<file path="config.mk">
export PLATFORM = sky130hd
export DESIGN_NAME = tcr_top
export DESIGN_NICKNAME = d
export VERILOG_FILES = /design/src/design/tcr_pkg.sv /design/src/design/tcr_top.sv
export VERILOG_INCLUDE_DIRS = /design/src /design/src/design
export SDC_FILE = /design/constraint.sdc
export NUM_CORES = 1
export LEC_CHECK = 0
export BUFFER_PORTS_ARGS = -buffer_cell sky130_fd_sc_hd__buf_4
export CORE_MARGIN = 2
export CORE_UTILIZATION = 55
export DETAILED_ROUTE_END_ITERATION = 16
export MAX_ROUTING_LAYER = met4
export PLACE_DENSITY = 0.77
export SETUP_SLACK_MARGIN = 0.02
export SYNTH_ARGS = -nofsm -noshare
export SYNTH_HDL_FRONTEND = slang
export SYNTH_SLANG_ARGS = --single-unit
</file>
<file path="constraint.sdc">
create_clock -name CLK -period 3.8 [get_ports CLK]
set_clock_uncertainty 0.15 [all_clocks]
set_input_delay 0.38 -clock CLK [delete_from_list [all_inputs] [get_ports CLK]]
set_output_delay 0.38 -clock CLK [all_outputs]
set_load 0.01 [all_outputs]
</file>
<file path="src/design/tcr_defines.svh">
// Timing figures and fixed values of the clock and reset generator
`ifndef TCR_DEFINES_SVH
`define TCR_DEFINES_SVH

// Core clock rate
`define TCR_CLK_KHZ          125000
// Main reference input rate
`define TCR_MAIN_KHZ         12000
`define TCR_MAIN_HZ          12000000
// Phase-locked loop output rate
`define TCR_PLL_KHZ          48000
// Ceiling of the high-speed system clock
`define TCR_HS_MAX_KHZ       24000
// Low-speed system clock rate
`define TCR_SLOW_HZ          32768
// Reference ticks before the loop counts as locked
`define TCR_PLL_LOCK_TICKS   64
// Power-on reset hold time in microseconds
`define TCR_POR_US           1000
// Power-on hold as cycles (least time, rounded up)
`define TCR_POR_CYC          ((`TCR_POR_US * `TCR_CLK_KHZ + 999) / 1000)
// Stretch of a device reset after its last request, in ns
`define TCR_RST_STRETCH_NS   1000
`define TCR_RST_STRETCH_CYC  ((`TCR_RST_STRETCH_NS * `TCR_CLK_KHZ + 999999) / 1000000)
// Default fixed-rate prescaler ratios from the main clock
`define TCR_RLC_DIV          12
`define TCR_VOICE_DIV        6
// Default auxiliary divider ratios from the high-speed clock
`define TCR_AUX0_DIV         4
`define TCR_AUX1_DIV         8
// Default prescaler from loop output to high-speed clock
`define TCR_HS_PLL_DIV       2

`endif

</file>
<file path="src/design/tcr_pkg.sv">
// Types shared by the clock and reset generator
package tcr_pkg;

    // Clock-enable pulses leaving the block
    typedef struct packed {
        logic usb;    // Loop-derived USB clock
        logic rlc;    // Radio link controller clock
        logic voice;  // Voice transcoder clock
        logic aux0;   // First auxiliary pin clock
        logic aux1;   // Second auxiliary pin clock
        logic slow;   // Low-speed system clock
        logic hs;     // High-speed system clock
        logic sys;    // Clock that runs the core now
    } tcr_clk_en_type;

    // Reset requests arriving at the block
    typedef struct packed {
        logic       ext_n;  // External reset pin, active low
        logic       wdog;   // Watchdog trigger
        logic [3:0] mod;    // Other on-chip module requests
    } tcr_rst_req_type;

    // High-speed source switch states
    typedef enum logic [1:0] {
        TCR_SW_RUN      = 2'b00,
        TCR_SW_WAIT_OLD = 2'b01,
        TCR_SW_WAIT_NEW = 2'b10
    } tcr_sw_type;

endpackage : tcr_pkg

</file>
<file path="src/design/tcr_top.sv">
// Clock and reset generator: clock enables, source switch and device reset
// Functional notes
// - Slow clock from crystal when fitted
// - Otherwise slow clock prescaled from 12 MHz main clock
// - Slow clock runs core in power save
// - Two auxiliary divided clocks onto pins
// - Main clock up to 24 MHz
// - 12 MHz input is loop reference
// - Fixed-rate radio and voice prescaled clocks
// - USB clock comes from loop output
// - High-speed clock: loop prescaled or direct
// - Reset merges external and on-chip requests
// - Main reset with power-on reset
// - Watchdog trigger forces full reset
`timescale 1ns/1ps
`include "tcr_defines.svh"

module tcr_top
    import tcr_pkg::*;
#(
    parameter int POR_CYCLES = `TCR_POR_CYC,      // Power-on hold
    parameter int RLC_DIV    = `TCR_RLC_DIV,      // Radio clock ratio
    parameter int VOICE_DIV  = `TCR_VOICE_DIV,    // Voice clock ratio
    parameter int AUX0_DIV   = `TCR_AUX0_DIV,     // First aux ratio
    parameter int AUX1_DIV   = `TCR_AUX1_DIV,     // Second aux ratio
    parameter int HS_PLL_DIV = `TCR_HS_PLL_DIV    // Loop to fast ratio
) (
    input  wire logic            CLK,
    input  wire logic            RST_N,
    input  wire logic            MAIN_TICK,
    input  wire logic            SLOW_XTAL_TICK,
    input  wire logic            SLOW_XTAL_FITTED,
    input  wire logic            PLL_ENABLE,
    input  wire logic            HS_SEL_PLL,
    input  wire logic            POWER_SAVE,
    input  wire logic [1:0]      AUX_PIN_EN,
    input  wire tcr_rst_req_type RST_REQ,
    output tcr_clk_en_type       CLK_EN,
    output logic                 PLL_LOCKED,
    output logic                 HS_ON_PLL,
    output logic                 DEV_RST_N
);

    // Ratios outside the counters or above the speed ceiling are refused
    // when the block is built, since the divider counters are eight bits
    if (RLC_DIV < 1 || RLC_DIV > 255 || VOICE_DIV < 1 || VOICE_DIV > 255) begin : g_bad_fixed
        $error("tcr_top: fixed-rate ratio out of range");
    end
    if (AUX0_DIV < 1 || AUX0_DIV > 255 || AUX1_DIV < 1 || AUX1_DIV > 255) begin : g_bad_aux
        $error("tcr_top: auxiliary ratio out of range");
    end
    if (HS_PLL_DIV < 1 || HS_PLL_DIV > 255 ||
        `TCR_PLL_KHZ / HS_PLL_DIV > `TCR_HS_MAX_KHZ) begin : g_bad_hs
        $error("tcr_top: high-speed prescaler too small");
    end
    // Reset counter is 24 bits wide
    if (POR_CYCLES < 1 || POR_CYCLES > 16777215) begin : g_bad_por
        $error("tcr_top: power-on hold out of range");
    end

    localparam int NDIV = 5;  // Radio, voice, aux0, aux1, loop prescaler
    localparam int DIVS [NDIV] = '{RLC_DIV, VOICE_DIV, AUX0_DIV, AUX1_DIV, HS_PLL_DIV};

    // Loop model
    // Stands in for the analogue loop as a rate-exact pulse train
    logic [17:0] pll_acc_q;   // Rate accumulator on the core clock
    logic [17:0] pll_acc_d;
    logic [6:0]  lock_cnt_q;  // Reference ticks seen since enable
    logic [6:0]  lock_cnt_d;
    logic        pll_tick;    // Loop output pulse

    // Loop output synthesised from the core clock once locked
    always_comb begin
        pll_tick   = 1'b0;
        pll_acc_d  = pll_acc_q;
        lock_cnt_d = lock_cnt_q;
        if (!PLL_ENABLE) begin
            // Disabled loop loses lock at once
            lock_cnt_d = 7'h00;
            pll_acc_d  = 18'h00000;
        end else begin
            // Lock counts reference edges, so a dead input never locks
            if (MAIN_TICK && lock_cnt_q != 7'(`TCR_PLL_LOCK_TICKS)) begin
                lock_cnt_d = lock_cnt_q + 7'h01;
            end
            if (pll_acc_q + 18'(`TCR_PLL_KHZ) >= 18'(`TCR_CLK_KHZ)) begin
                pll_acc_d = pll_acc_q + 18'(`TCR_PLL_KHZ) - 18'(`TCR_CLK_KHZ);
                pll_tick  = PLL_LOCKED;
            end else begin
                pll_acc_d = pll_acc_q + 18'(`TCR_PLL_KHZ);
            end
        end
    end

    // Loop state registers
    always_ff @(posedge CLK) begin
        if (!RST_N) begin
            pll_acc_q  <= 18'h00000;
            lock_cnt_q <= 7'h00;
        end else begin
            pll_acc_q  <= pll_acc_d;
            lock_cnt_q <= lock_cnt_d;
        end
    end

    // Lock drops the cycle after the loop is disabled
    assign PLL_LOCKED = (lock_cnt_q == 7'(`TCR_PLL_LOCK_TICKS));

    // Dividers
    // Eight-bit counters, one per ratio, all on the core clock
    logic [NDIV-1:0] div_src;   // Source pulse per divider
    logic [NDIV-1:0] div_tick;  // Divided pulse per divider
    logic            hs_tick;   // High-speed clock pulse

    // Fixed rates from main; aux from fast clock; prescaler from loop
    assign div_src = {pll_tick, hs_tick, hs_tick, MAIN_TICK, MAIN_TICK};

    for (genvar i = 0; i < NDIV; i++) begin : g_div
        logic [7:0] cnt_q;  // Source pulses within current period
        logic [7:0] cnt_d;
        // Count source pulses, pulse on the last of each period
        always_comb begin
            cnt_d       = cnt_q;
            div_tick[i] = 1'b0;
            if (div_src[i]) begin
                if (cnt_q == 8'(DIVS[i] - 1)) begin
                    cnt_d       = 8'h00;
                    div_tick[i] = 1'b1;
                end else begin
                    cnt_d = cnt_q + 8'h01;
                end
            end
        end
        // Divider count register
        always_ff @(posedge CLK) begin
            if (!RST_N) begin
                cnt_q <= 8'h00;
            end else begin
                cnt_q <= cnt_d;
            end
        end
    end

    // High-speed source switch
    // Both sources are pulse trains, so switching is a pulse-level handover
    tcr_sw_type sw_q;      // Switch state
    tcr_sw_type sw_d;
    logic       sel_q;     // Source in use: 1 means prescaled loop
    logic       sel_d;
    logic       src_tick;  // Pulse of source in use

    // Loop path through prescaler, or main clock directly
    assign src_tick = sel_q ? div_tick[4] : MAIN_TICK;

    // Change only between pulses, dropping the first pulse of the new
    // source so the gap is never shorter than a full new period
    always_comb begin
        sw_d    = sw_q;
        sel_d   = sel_q;
        hs_tick = 1'b0;
        unique case (sw_q)
            TCR_SW_RUN: begin
                hs_tick = src_tick;
                // A switch to the loop starts only while the loop is locked
                if (HS_SEL_PLL != sel_q && (PLL_LOCKED || !HS_SEL_PLL)) begin
                    sw_d = TCR_SW_WAIT_OLD;
                end
            end
            TCR_SW_WAIT_OLD: begin
                hs_tick = src_tick;
                // Stalls if the old source dies; leave the loop before disabling it
                // Leave right after the last old pulse
                if (src_tick) begin
                    sw_d  = TCR_SW_WAIT_NEW;
                    sel_d = ~sel_q;
                end
            end
            TCR_SW_WAIT_NEW: begin
                // First new pulse swallowed, marks a clean period start
                if (src_tick) begin
                    sw_d = TCR_SW_RUN;
                end
            end
            default: begin
                // Illegal code recovers to running on main
                sw_d  = TCR_SW_RUN;
                sel_d = 1'b0;
            end
        endcase
    end

    // Switch registers
    always_ff @(posedge CLK) begin
        if (!RST_N) begin
            sw_q  <= TCR_SW_RUN;
            sel_q <= 1'b0;
        end else begin
            sw_q  <= sw_d;
            sel_q <= sel_d;
        end
    end

    assign HS_ON_PLL = sel_q;

    // Slow clock
    // Prescaler runs even with a crystal fitted, ready if it is dropped
    logic [23:0] slow_acc_q;  // Fractional prescaler accumulator
    logic [23:0] slow_acc_d;
    logic        slow_pre;    // Prescaled slow pulse
    logic        slow_tick;   // Chosen slow pulse

    // Fractional ratio keeps the average exact; jitter is one main period
    always_comb begin
        slow_pre   = 1'b0;
        slow_acc_d = slow_acc_q;
        if (MAIN_TICK) begin
            if (slow_acc_q + 24'(`TCR_SLOW_HZ) >= 24'(`TCR_MAIN_HZ)) begin
                slow_acc_d = slow_acc_q + 24'(`TCR_SLOW_HZ) - 24'(`TCR_MAIN_HZ);
                slow_pre   = 1'b1;
            end else begin
                slow_acc_d = slow_acc_q + 24'(`TCR_SLOW_HZ);
            end
        end
    end

    // Slow prescaler register
    always_ff @(posedge CLK) begin
        if (!RST_N) begin
            slow_acc_q <= 24'h000000;
        end else begin
            slow_acc_q <= slow_acc_d;
        end
    end

    // Crystal when fitted, prescaler otherwise
    assign slow_tick = SLOW_XTAL_FITTED ? SLOW_XTAL_TICK : slow_pre;

    // Registered clock enables
    // Registering costs one cycle of latency but keeps the outputs clean
    tcr_clk_en_type en_d;  // Next enable pulses

    // Collect all enables; outputs held quiet only while RST_N is low, not during device reset
    always_comb begin
        en_d       = '0;
        en_d.usb   = pll_tick;
        en_d.rlc   = div_tick[0];
        en_d.voice = div_tick[1];
        en_d.aux0  = div_tick[2] & AUX_PIN_EN[0];
        en_d.aux1  = div_tick[3] & AUX_PIN_EN[1];
        en_d.slow  = slow_tick;
        en_d.hs    = hs_tick;
        en_d.sys   = POWER_SAVE ? slow_tick : hs_tick;
    end

    // Enable output registers
    always_ff @(posedge CLK) begin
        if (!RST_N) begin
            CLK_EN <= '0;
        end else begin
            CLK_EN <= en_d;
        end
    end

    // Device reset
    // One counter serves both the power-on hold and the request stretch
    logic [23:0] rst_cnt_q;    // Cycles left of device reset
    logic [23:0] rst_cnt_d;
    logic        rst_req;      // Any request active now
    logic        dev_rst_n_d;  // Next device reset level, active low

    // External pin, watchdog and module requests all merge here
    assign rst_req = !RST_REQ.ext_n || RST_REQ.wdog || (|RST_REQ.mod);

    // Hold reset while requested, then stretch so short pulses still act
    always_comb begin
        rst_cnt_d = rst_cnt_q;
        if (rst_req) begin
            if (rst_cnt_q < 24'(`TCR_RST_STRETCH_CYC)) begin
                rst_cnt_d = 24'(`TCR_RST_STRETCH_CYC);
            end
        end else if (rst_cnt_q != 24'h000000) begin
            rst_cnt_d = rst_cnt_q - 24'h000001;
        end
        // Released only once the count is spent and nothing requests
        dev_rst_n_d = (rst_cnt_d == 24'h000000) && !rst_req;
    end

    // Power-up lands here: full power-on hold from the core reset
    always_ff @(posedge CLK) begin
        if (!RST_N) begin
            rst_cnt_q <= 24'(POR_CYCLES);
            DEV_RST_N <= 1'b0;
        end else begin
            rst_cnt_q <= rst_cnt_d;
            DEV_RST_N <= dev_rst_n_d;
        end
    end

endmodule : tcr_top

</file>
==> impl_metrics.env, run 1 <==
export IMPL_outcome="completed"
export IMPL_drtPass1Iterations=5
export IMPL_syn_area_sq_um=6116
export IMPL_relSlewSlack_pct=31.65
export IMPL_p_per_area_nw_per_um2=444.5
export IMPL_numPlacedInstances=872
export IMPL_synth_nets=766
export IMPL_crit_chain="inv_1, ha_1, nand2b_2, a211oi_1, mux2_2, o2111ai_4, o211ai_4, a21o_1, or4_1, a21oi_1"
export IMPL_n_antenna_cell=0
export IMPL_grt_util_all_layers_pct=22.98
export IMPL_vias=5251
export IMPL_rrSetupSlack_ps=380
export IMPL_required_ps=4110
export IMPL_place_ws_ps=403.1
export IMPL_hpwlAfterDp_um=8411
export IMPL_mostFrequentLayoutCells="dfxtp_1, nor2_1, nand2_1, xnor2_1, o21ai_0"
export IMPL_overflow=0
export IMPL_first_iter_violations=248
export IMPL_worst_slew_pin_slew_ps=1024
export IMPL_setup_tns_ps=0
export IMPL_hold_ws_ps=25.03
export IMPL_die_area_sq_um=11980
export IMPL_stdcell_area_sq_um=7000
export IMPL_worstSetupStartpointType="flip-flop"
export IMPL_path_class="flip-flop to flip-flop"
export IMPL_cp_slowest_cell="or4_1"
export IMPL_layout_cells_non_filler=907
export IMPL_period_needed_ps=3421
export IMPL_htreeDepth=4
export IMPL_cts_clk_slew_worst_paths_ps=60
export IMPL_grt_setup_unrepaired="false"
export IMPL_final_hold_violation_count=0
export IMPL_start_util_pct=56.42
export IMPL_cp_max_fo=13
export IMPL_ys_seq_area_share_pct=37.32
export IMPL_cap_violations=0
export IMPL_dieHeight_um=109.5
export IMPL_slew_viol_final=0
export IMPL_io_pins=27
export IMPL_cpPeakStageDelay_ps=510
export IMPL_core_area_sq_um=10840
export IMPL_drc=0
export IMPL_hp_class="input port to flip-flop"
export IMPL_cts_resized=0
export IMPL_synth_ff_type="dfxtp_1"
export IMPL_syn2layout_area_growth_pct=14.46
export IMPL_setup_ws_ps=379.4
export IMPL_drt_wl_total_um=12510
export IMPL_ys_ff_latch=114
export IMPL_std_cell_rows=38
export IMPL_arrival_ps=3730
export IMPL_layout_commonest_cell="dfxtp_1"
export IMPL_p_leak_nw=2.490
export IMPL_finalCritPeriodShare_pct=90.02
export IMPL_drive_gt1_share_pct=11.34
export IMPL_grt_max_degree=34
export IMPL_ir_drop_mv=0.3086
export IMPL_yosys_warnings=0
export IMPL_gp_congestion=0.9024
export IMPL_grt_pass1_vias=4975
export IMPL_clock_root_buffer="clkbuf_8"
export IMPL_antenna_found_initial=0
export IMPL_setup_viol_count_final=0
export IMPL_insertion_delay_ps=540
export IMPL_post_cts_buffers=0
export IMPL_cts_buffers=17
export IMPL_portBuffers=26
export IMPL_syn_area_per_cell_sq_um=8.366
export IMPL_critPathCaptureType="flip-flop"
export IMPL_placed_area_sq_um=6396
export IMPL_fmax_mhz=292.3
export IMPL_synth_edf_count=0
export IMPL_clock_sinks=114
export IMPL_wl_per_cell_um=13.79
export IMPL_cts_tree="built"
export IMPL_fin_nets=789
export IMPL_ys_types=64
export IMPL_grt_pass1_wl_um=21510
export IMPL_via_per_inst=5.789
export IMPL_ant_nets=0
export IMPL_synth_cells=731
export IMPL_cts_buffer_depth=2
export IMPL_async_flop_share_pct=0
export IMPL_die_w_um=109.5
-- routing by layer --
metal | GRT usage (%) | part of all wire (%) | up-vias
met1 | 26.73 | 45 | 2476
met4 | 8.861 | 1.6 | 0
met2 | 38.45 | 49 | 109
met5 | - | 0 | -
li1 | - | - | 2644
met3 | 5.453 | 3.9 | 22
-- report_power, final --
group	internal (W)	switching, W	total, W
logic	0.000127	0.000170	0.000297
registers	0.00123	0.0000500	0.00128
clock network	0.000935	0.000597	0.00153
total	0.00229	0.000818	0.00311
-- sequential cells by signal (all words and copies together), names as in the netlist --
signal       count
g_div.cnt_q     40
pll_acc_q       15
sw_q             2
HS_ON_PLL        1
rst_cnt_q       24
slow_acc_q      16
lock_cnt_q       7
CLK_EN           8
DEV_RST_N        1
-- synthesized netlist by cell type (all sizes together), types with 4 or more instances --
master	number	area share, %
o21a	5	0.61
inv	18	1.1
buf	9	0.78
xnor2	53	7.6
or2	4	0.41
a31oi	6	0.61
o31ai	4	0.49
or4	6	0.74
clkbuf	21	1.3
nor3	23	2.0
o211ai	5	0.92
nor4	15	1.5
or3	17	1.7
and2	5	0.51
a211oi	10	1.2
mux2i	11	1.8
nand3	31	2.5
nor2	107	6.6
nor4b	4	0.57
ha	19	3.9
dfxtp	114	37
and3	9	0.92
nand4	13	1.3
a21o	7	0.86
nand2	57	3.5
o21ai	39	3.3
a2111oi	5	1.6
xor2	27	3.9
nand4b	5	0.72
nand2b	13	1.4
a21oi	34	2.8
-- kinds of logic (layout without fill, tap and decap cells) --
kind of cell / after synthesis / in the layout / share of synthesized area, %
muxes: 14 / 14 / 2.353
DFF: 114 / 114 / 37.32
xor gates and xnor gates: 80 / 80 / 11.46
buffers and inverters: 48 / 84 / 3.191
and+or+nand+nor: 323 / 323 / 26.41
adders and majority gates: 19 / 19 / 3.887
AOI/OAI and AO/OA: 133 / 133 / 15.39
-- path summary, 6_finish.rpt --
| check | from | to | depth (start not counted) |
|---|---|---|---|
| worst max-delay path | pll_acc_q[7] | g_div[3].cnt_q[3] | 10 |
| worst min register to register | lock_cnt_q[1] | lock_cnt_q[1] | 2 |
| worst max register to register | pll_acc_q[7] | g_div[3].cnt_q[3] | 10 |
| worst min-delay path | RST_N | rst_cnt_q[15] | 2 |
-- timing repair --
action / 4_1_cts / 5_1_grt
endpoints found under the setup margin: 0 / 0
endpoints found under the hold margin: 3 / 0
hold buffers: 3 / 0
-- cell type report --
class	count	area, sq um
Fill cell	914	3840
Sequential cell	114	2282
Clock buffer	17	414.1
Inverter	18	67.56
Multi-Input combinational cell	569	3638
Clock inverter	15	160.2
Timing Repair Buffer	34	262.8
Tap cell	140	175.2
-- worst max-delay path: cells and delay by family, from the launching register on --
| family | cells | cell delay [ps] |
|---|---|---|
| flip-flops | 1 | 370 |
| AND/OR/NAND/NOR | 2 | 640 |
| AO/OA/AOI/OAI | 5 | 1410 |
| buffers and inverters | 1 | 110 |
| multiplexers | 1 | 420 |
| adder cells (fa/ha/maj) | 1 | 250 |
-- stage by stage --
stage	utilization, %	total power, W
2_1_floorplan	-	0.001527
3_3_place_gp	59.00	0.001587
3_5_place_dp	59.00	0.001596
4_1_cts	64.58	0.003135
5_1_grt	64.58	0.003235
6_report	64.58	0.003112
Note: power is estimated with default switching activity, not from simulation.
==> run 2, diff against run 1 <==
--- a/config.mk
+++ b/config.mk
@@ -7,11 +7,15 @@
 export NUM_CORES = 1
 export LEC_CHECK = 0
 export BUFFER_PORTS_ARGS = -buffer_cell sky130_fd_sc_hd__buf_4
+export CELL_PAD_IN_SITES_DETAIL_PLACEMENT = 0
+export CELL_PAD_IN_SITES_GLOBAL_PLACEMENT = 1
 export CORE_MARGIN = 2
-export CORE_UTILIZATION = 55
+export CORE_UTILIZATION = 47
+export CTS_CLUSTER_DIAMETER = 100
 export DETAILED_ROUTE_END_ITERATION = 16
+export GPL_TIMING_DRIVEN = 0
 export MAX_ROUTING_LAYER = met4
-export PLACE_DENSITY = 0.77
+export PLACE_DENSITY = 0.85
 export SETUP_SLACK_MARGIN = 0.02
 export SYNTH_ARGS = -nofsm -noshare
 export SYNTH_HDL_FRONTEND = slang
==> run 2 against run 1 <==
Largest cell class unchanged. Critical path type unchanged. Critical path depth up 1. Hold slack better by 10 ps. Clock power up 10%. Combinational power up 10%. Via count up 0.13%. Highest routed layer unchanged. Critical endpoint is now pll_acc_q[10]. Global-route usage down 2.5 points.
==> impl_metrics.env, run 2 (synthesis results as in run 1) <==
export IMPL_reg2reg_to="pll_acc_q[10]"
export IMPL_ant_nets=0
export IMPL_arrival_ps=3510
export IMPL_drt_wl_total_um=13320
export IMPL_p_per_area_nw_per_um2=458.8
export IMPL_hp_start="AUX_PIN_EN[0]"
export IMPL_hp_class="input port to flip-flop"
export IMPL_grt_setup_unrepaired="false"
export IMPL_dieHeight_um=118.1
export IMPL_mostFrequentLayoutCells="dfxtp_1, nor2_1, nand2_1, xnor2_1, o21ai_0"
export IMPL_grt_max_degree=17
export IMPL_regArea_sq_um=2282
export IMPL_cts_tree="built"
export IMPL_crit_family="compound AO/OA/AOI/OAI gates"
export IMPL_htreeDepth=4
export IMPL_antenna_found_initial=0
export IMPL_cts_buffers=17
export IMPL_drtPass1Iterations=5
export IMPL_cts_resized=0
export IMPL_stdcell_area_sq_um=7156
export IMPL_p_total_w=0.003283
export IMPL_r2r_cells=11
export IMPL_path_class="flip-flop to flip-flop"
export IMPL_die_w_um=118.1
export IMPL_worstHoldPathCells=2
export IMPL_outcome="completed"
export IMPL_layout_commonest_cell="dfxtp_1"
export IMPL_clock_root_buffer="clkbuf_16"
export IMPL_p_leak_nw=2.550
export IMPL_multi_input_area_sq_um=3638
export IMPL_first_iter_violations=326
export IMPL_placed_area_sq_um=6526
export IMPL_critPathCaptureType="flip-flop"
export IMPL_setup_viol_count_final=0
export IMPL_drc=0
export IMPL_overflow=0
export IMPL_cts_hold_buffers=0
export IMPL_required_ps=3940
export IMPL_std_cell_rows=41
export IMPL_largest_reg_flops=40
export IMPL_die_area_sq_um=13940
export IMPL_final_fill_count=1174
export IMPL_syn2layout_area_growth_pct=17.00
export IMPL_reg2reg_from="pll_acc_q[7]"
export IMPL_clock_sinks=114
export IMPL_numPlacedInstances=929
export IMPL_hpwlAfterDp_um=9424
export IMPL_worstSetupStartpointType="flip-flop"
export IMPL_cp_max_fo=10
export IMPL_io_pins=27
export IMPL_cap_violations=0
export IMPL_cp_slowest_cell="a211oi_1"
export IMPL_setup_tns_ps=0
export IMPL_post_cts_buffers=0
export IMPL_crit_chain="inv_1, ha_1, nand2b_2, a211oi_1, mux2_2, o2111ai_4, o21a_1, clkbuf_1, nand3_1, xor2_1, nor2_1"
export IMPL_slew_viol_final=0
export IMPL_critPathBufInv=2
export IMPL_layout_cells_non_filler=961
export IMPL_worst_slew_pin_slew_ps=748.9
export IMPL_wl_per_cell_um=13.86
export IMPL_fmax_mhz=296.9
export IMPL_n_antenna_cell=0
export IMPL_cpPeakStageDelay_ps=450
export IMPL_cts_buffer_depth=2
export IMPL_final_hold_violation_count=0
export IMPL_core_area_sq_um=12670
export IMPL_cts_clk_slew_worst_paths_ps=50
export IMPL_drive_gt1_share_pct=11.03
export IMPL_grt_pass1_wl_um=22660
export IMPL_period_needed_ps=3368
export IMPL_ir_drop_mv=0.3039
export IMPL_hold_end="CLK_EN[4]"
export IMPL_grt_pass1_vias=4805
export IMPL_relSlewSlack_pct=49.64
export IMPL_insertion_delay_ps=420
export IMPL_portBuffers=26
export IMPL_vias=5258
export IMPL_start_util_pct=48.27
export IMPL_rrSetupSlack_ps=430
export IMPL_finalCritPeriodShare_pct=88.63
export IMPL_top_register="g_div.cnt_q"
export IMPL_fin_nets=811
export IMPL_largest_registers="g_div.cnt_q: 40 flops, rst_cnt_q: 24 flops, slow_acc_q: 16 flops"
export IMPL_via_per_inst=5.471
export IMPL_gp_congestion=0.9015
export IMPL_grt_util_all_layers_pct=20.52
[run 2: cell type report]
type                       instances  area share [%]
multi-input combinational        569           50.85
inverter                          18          0.9442
sequential                       114           31.89
clock buffer                      22           6.627
clock inverter                    10           2.168
tap                              172           3.008
buffer                            30           1.784
timing repair buffer              26           2.728
[run 2: stage by stage]
stage	util (%)	hold WS [ps]	worst slack [ps]
finish	56.47	35.44	432.1
global route	56.47	24.08	156.9
CTS	56.47	24.75	438.5
detailed placement	51.51	327.5	475.3
global placement	51.51	315.9	455.2
floorplan	-	301.8	760.4
[run 2: routing by layer]
| layer | track usage, % | up-vias | routed length (um) |
|---|---|---|---|
| met1 | 24.38 | 2475 | 6200 |
| met5 | - | - | 0 |
| met3 | 4.797 | 19 | 466 |
| met4 | 8.886 | 0 | 226 |
| li1 | - | 2681 | - |
| met2 | 33.20 | 83 | 6423 |
[run 2: worst max path at each step]
stage | startpoint | to | depth (start not counted) | slack [ps]
final | pll_acc_q[7] | pll_acc_q[10] | 11 | 430
after global routing | pll_acc_q[7] | pll_acc_q[10] | 11 | 160
after CTS | pll_acc_q[7] | pll_acc_q[10] | 11 | 440
after detailed placement | pll_acc_q[7] | g_div[3].cnt_q[3] | 10 | 480
after global placement | pll_acc_q[7] | g_div[3].cnt_q[3] | 10 | 460
after floorplan | pll_acc_q[7] | g_div[3].cnt_q[3] | 10 | 760
[run 2: where the power goes]
part           switching (W)  internal, W  total [W]
Combinational       0.000194     0.000133   0.000327
Clock               0.000546      0.00114    0.00169
Sequential         0.0000358      0.00123    0.00127
Total               0.000776      0.00251    0.00328
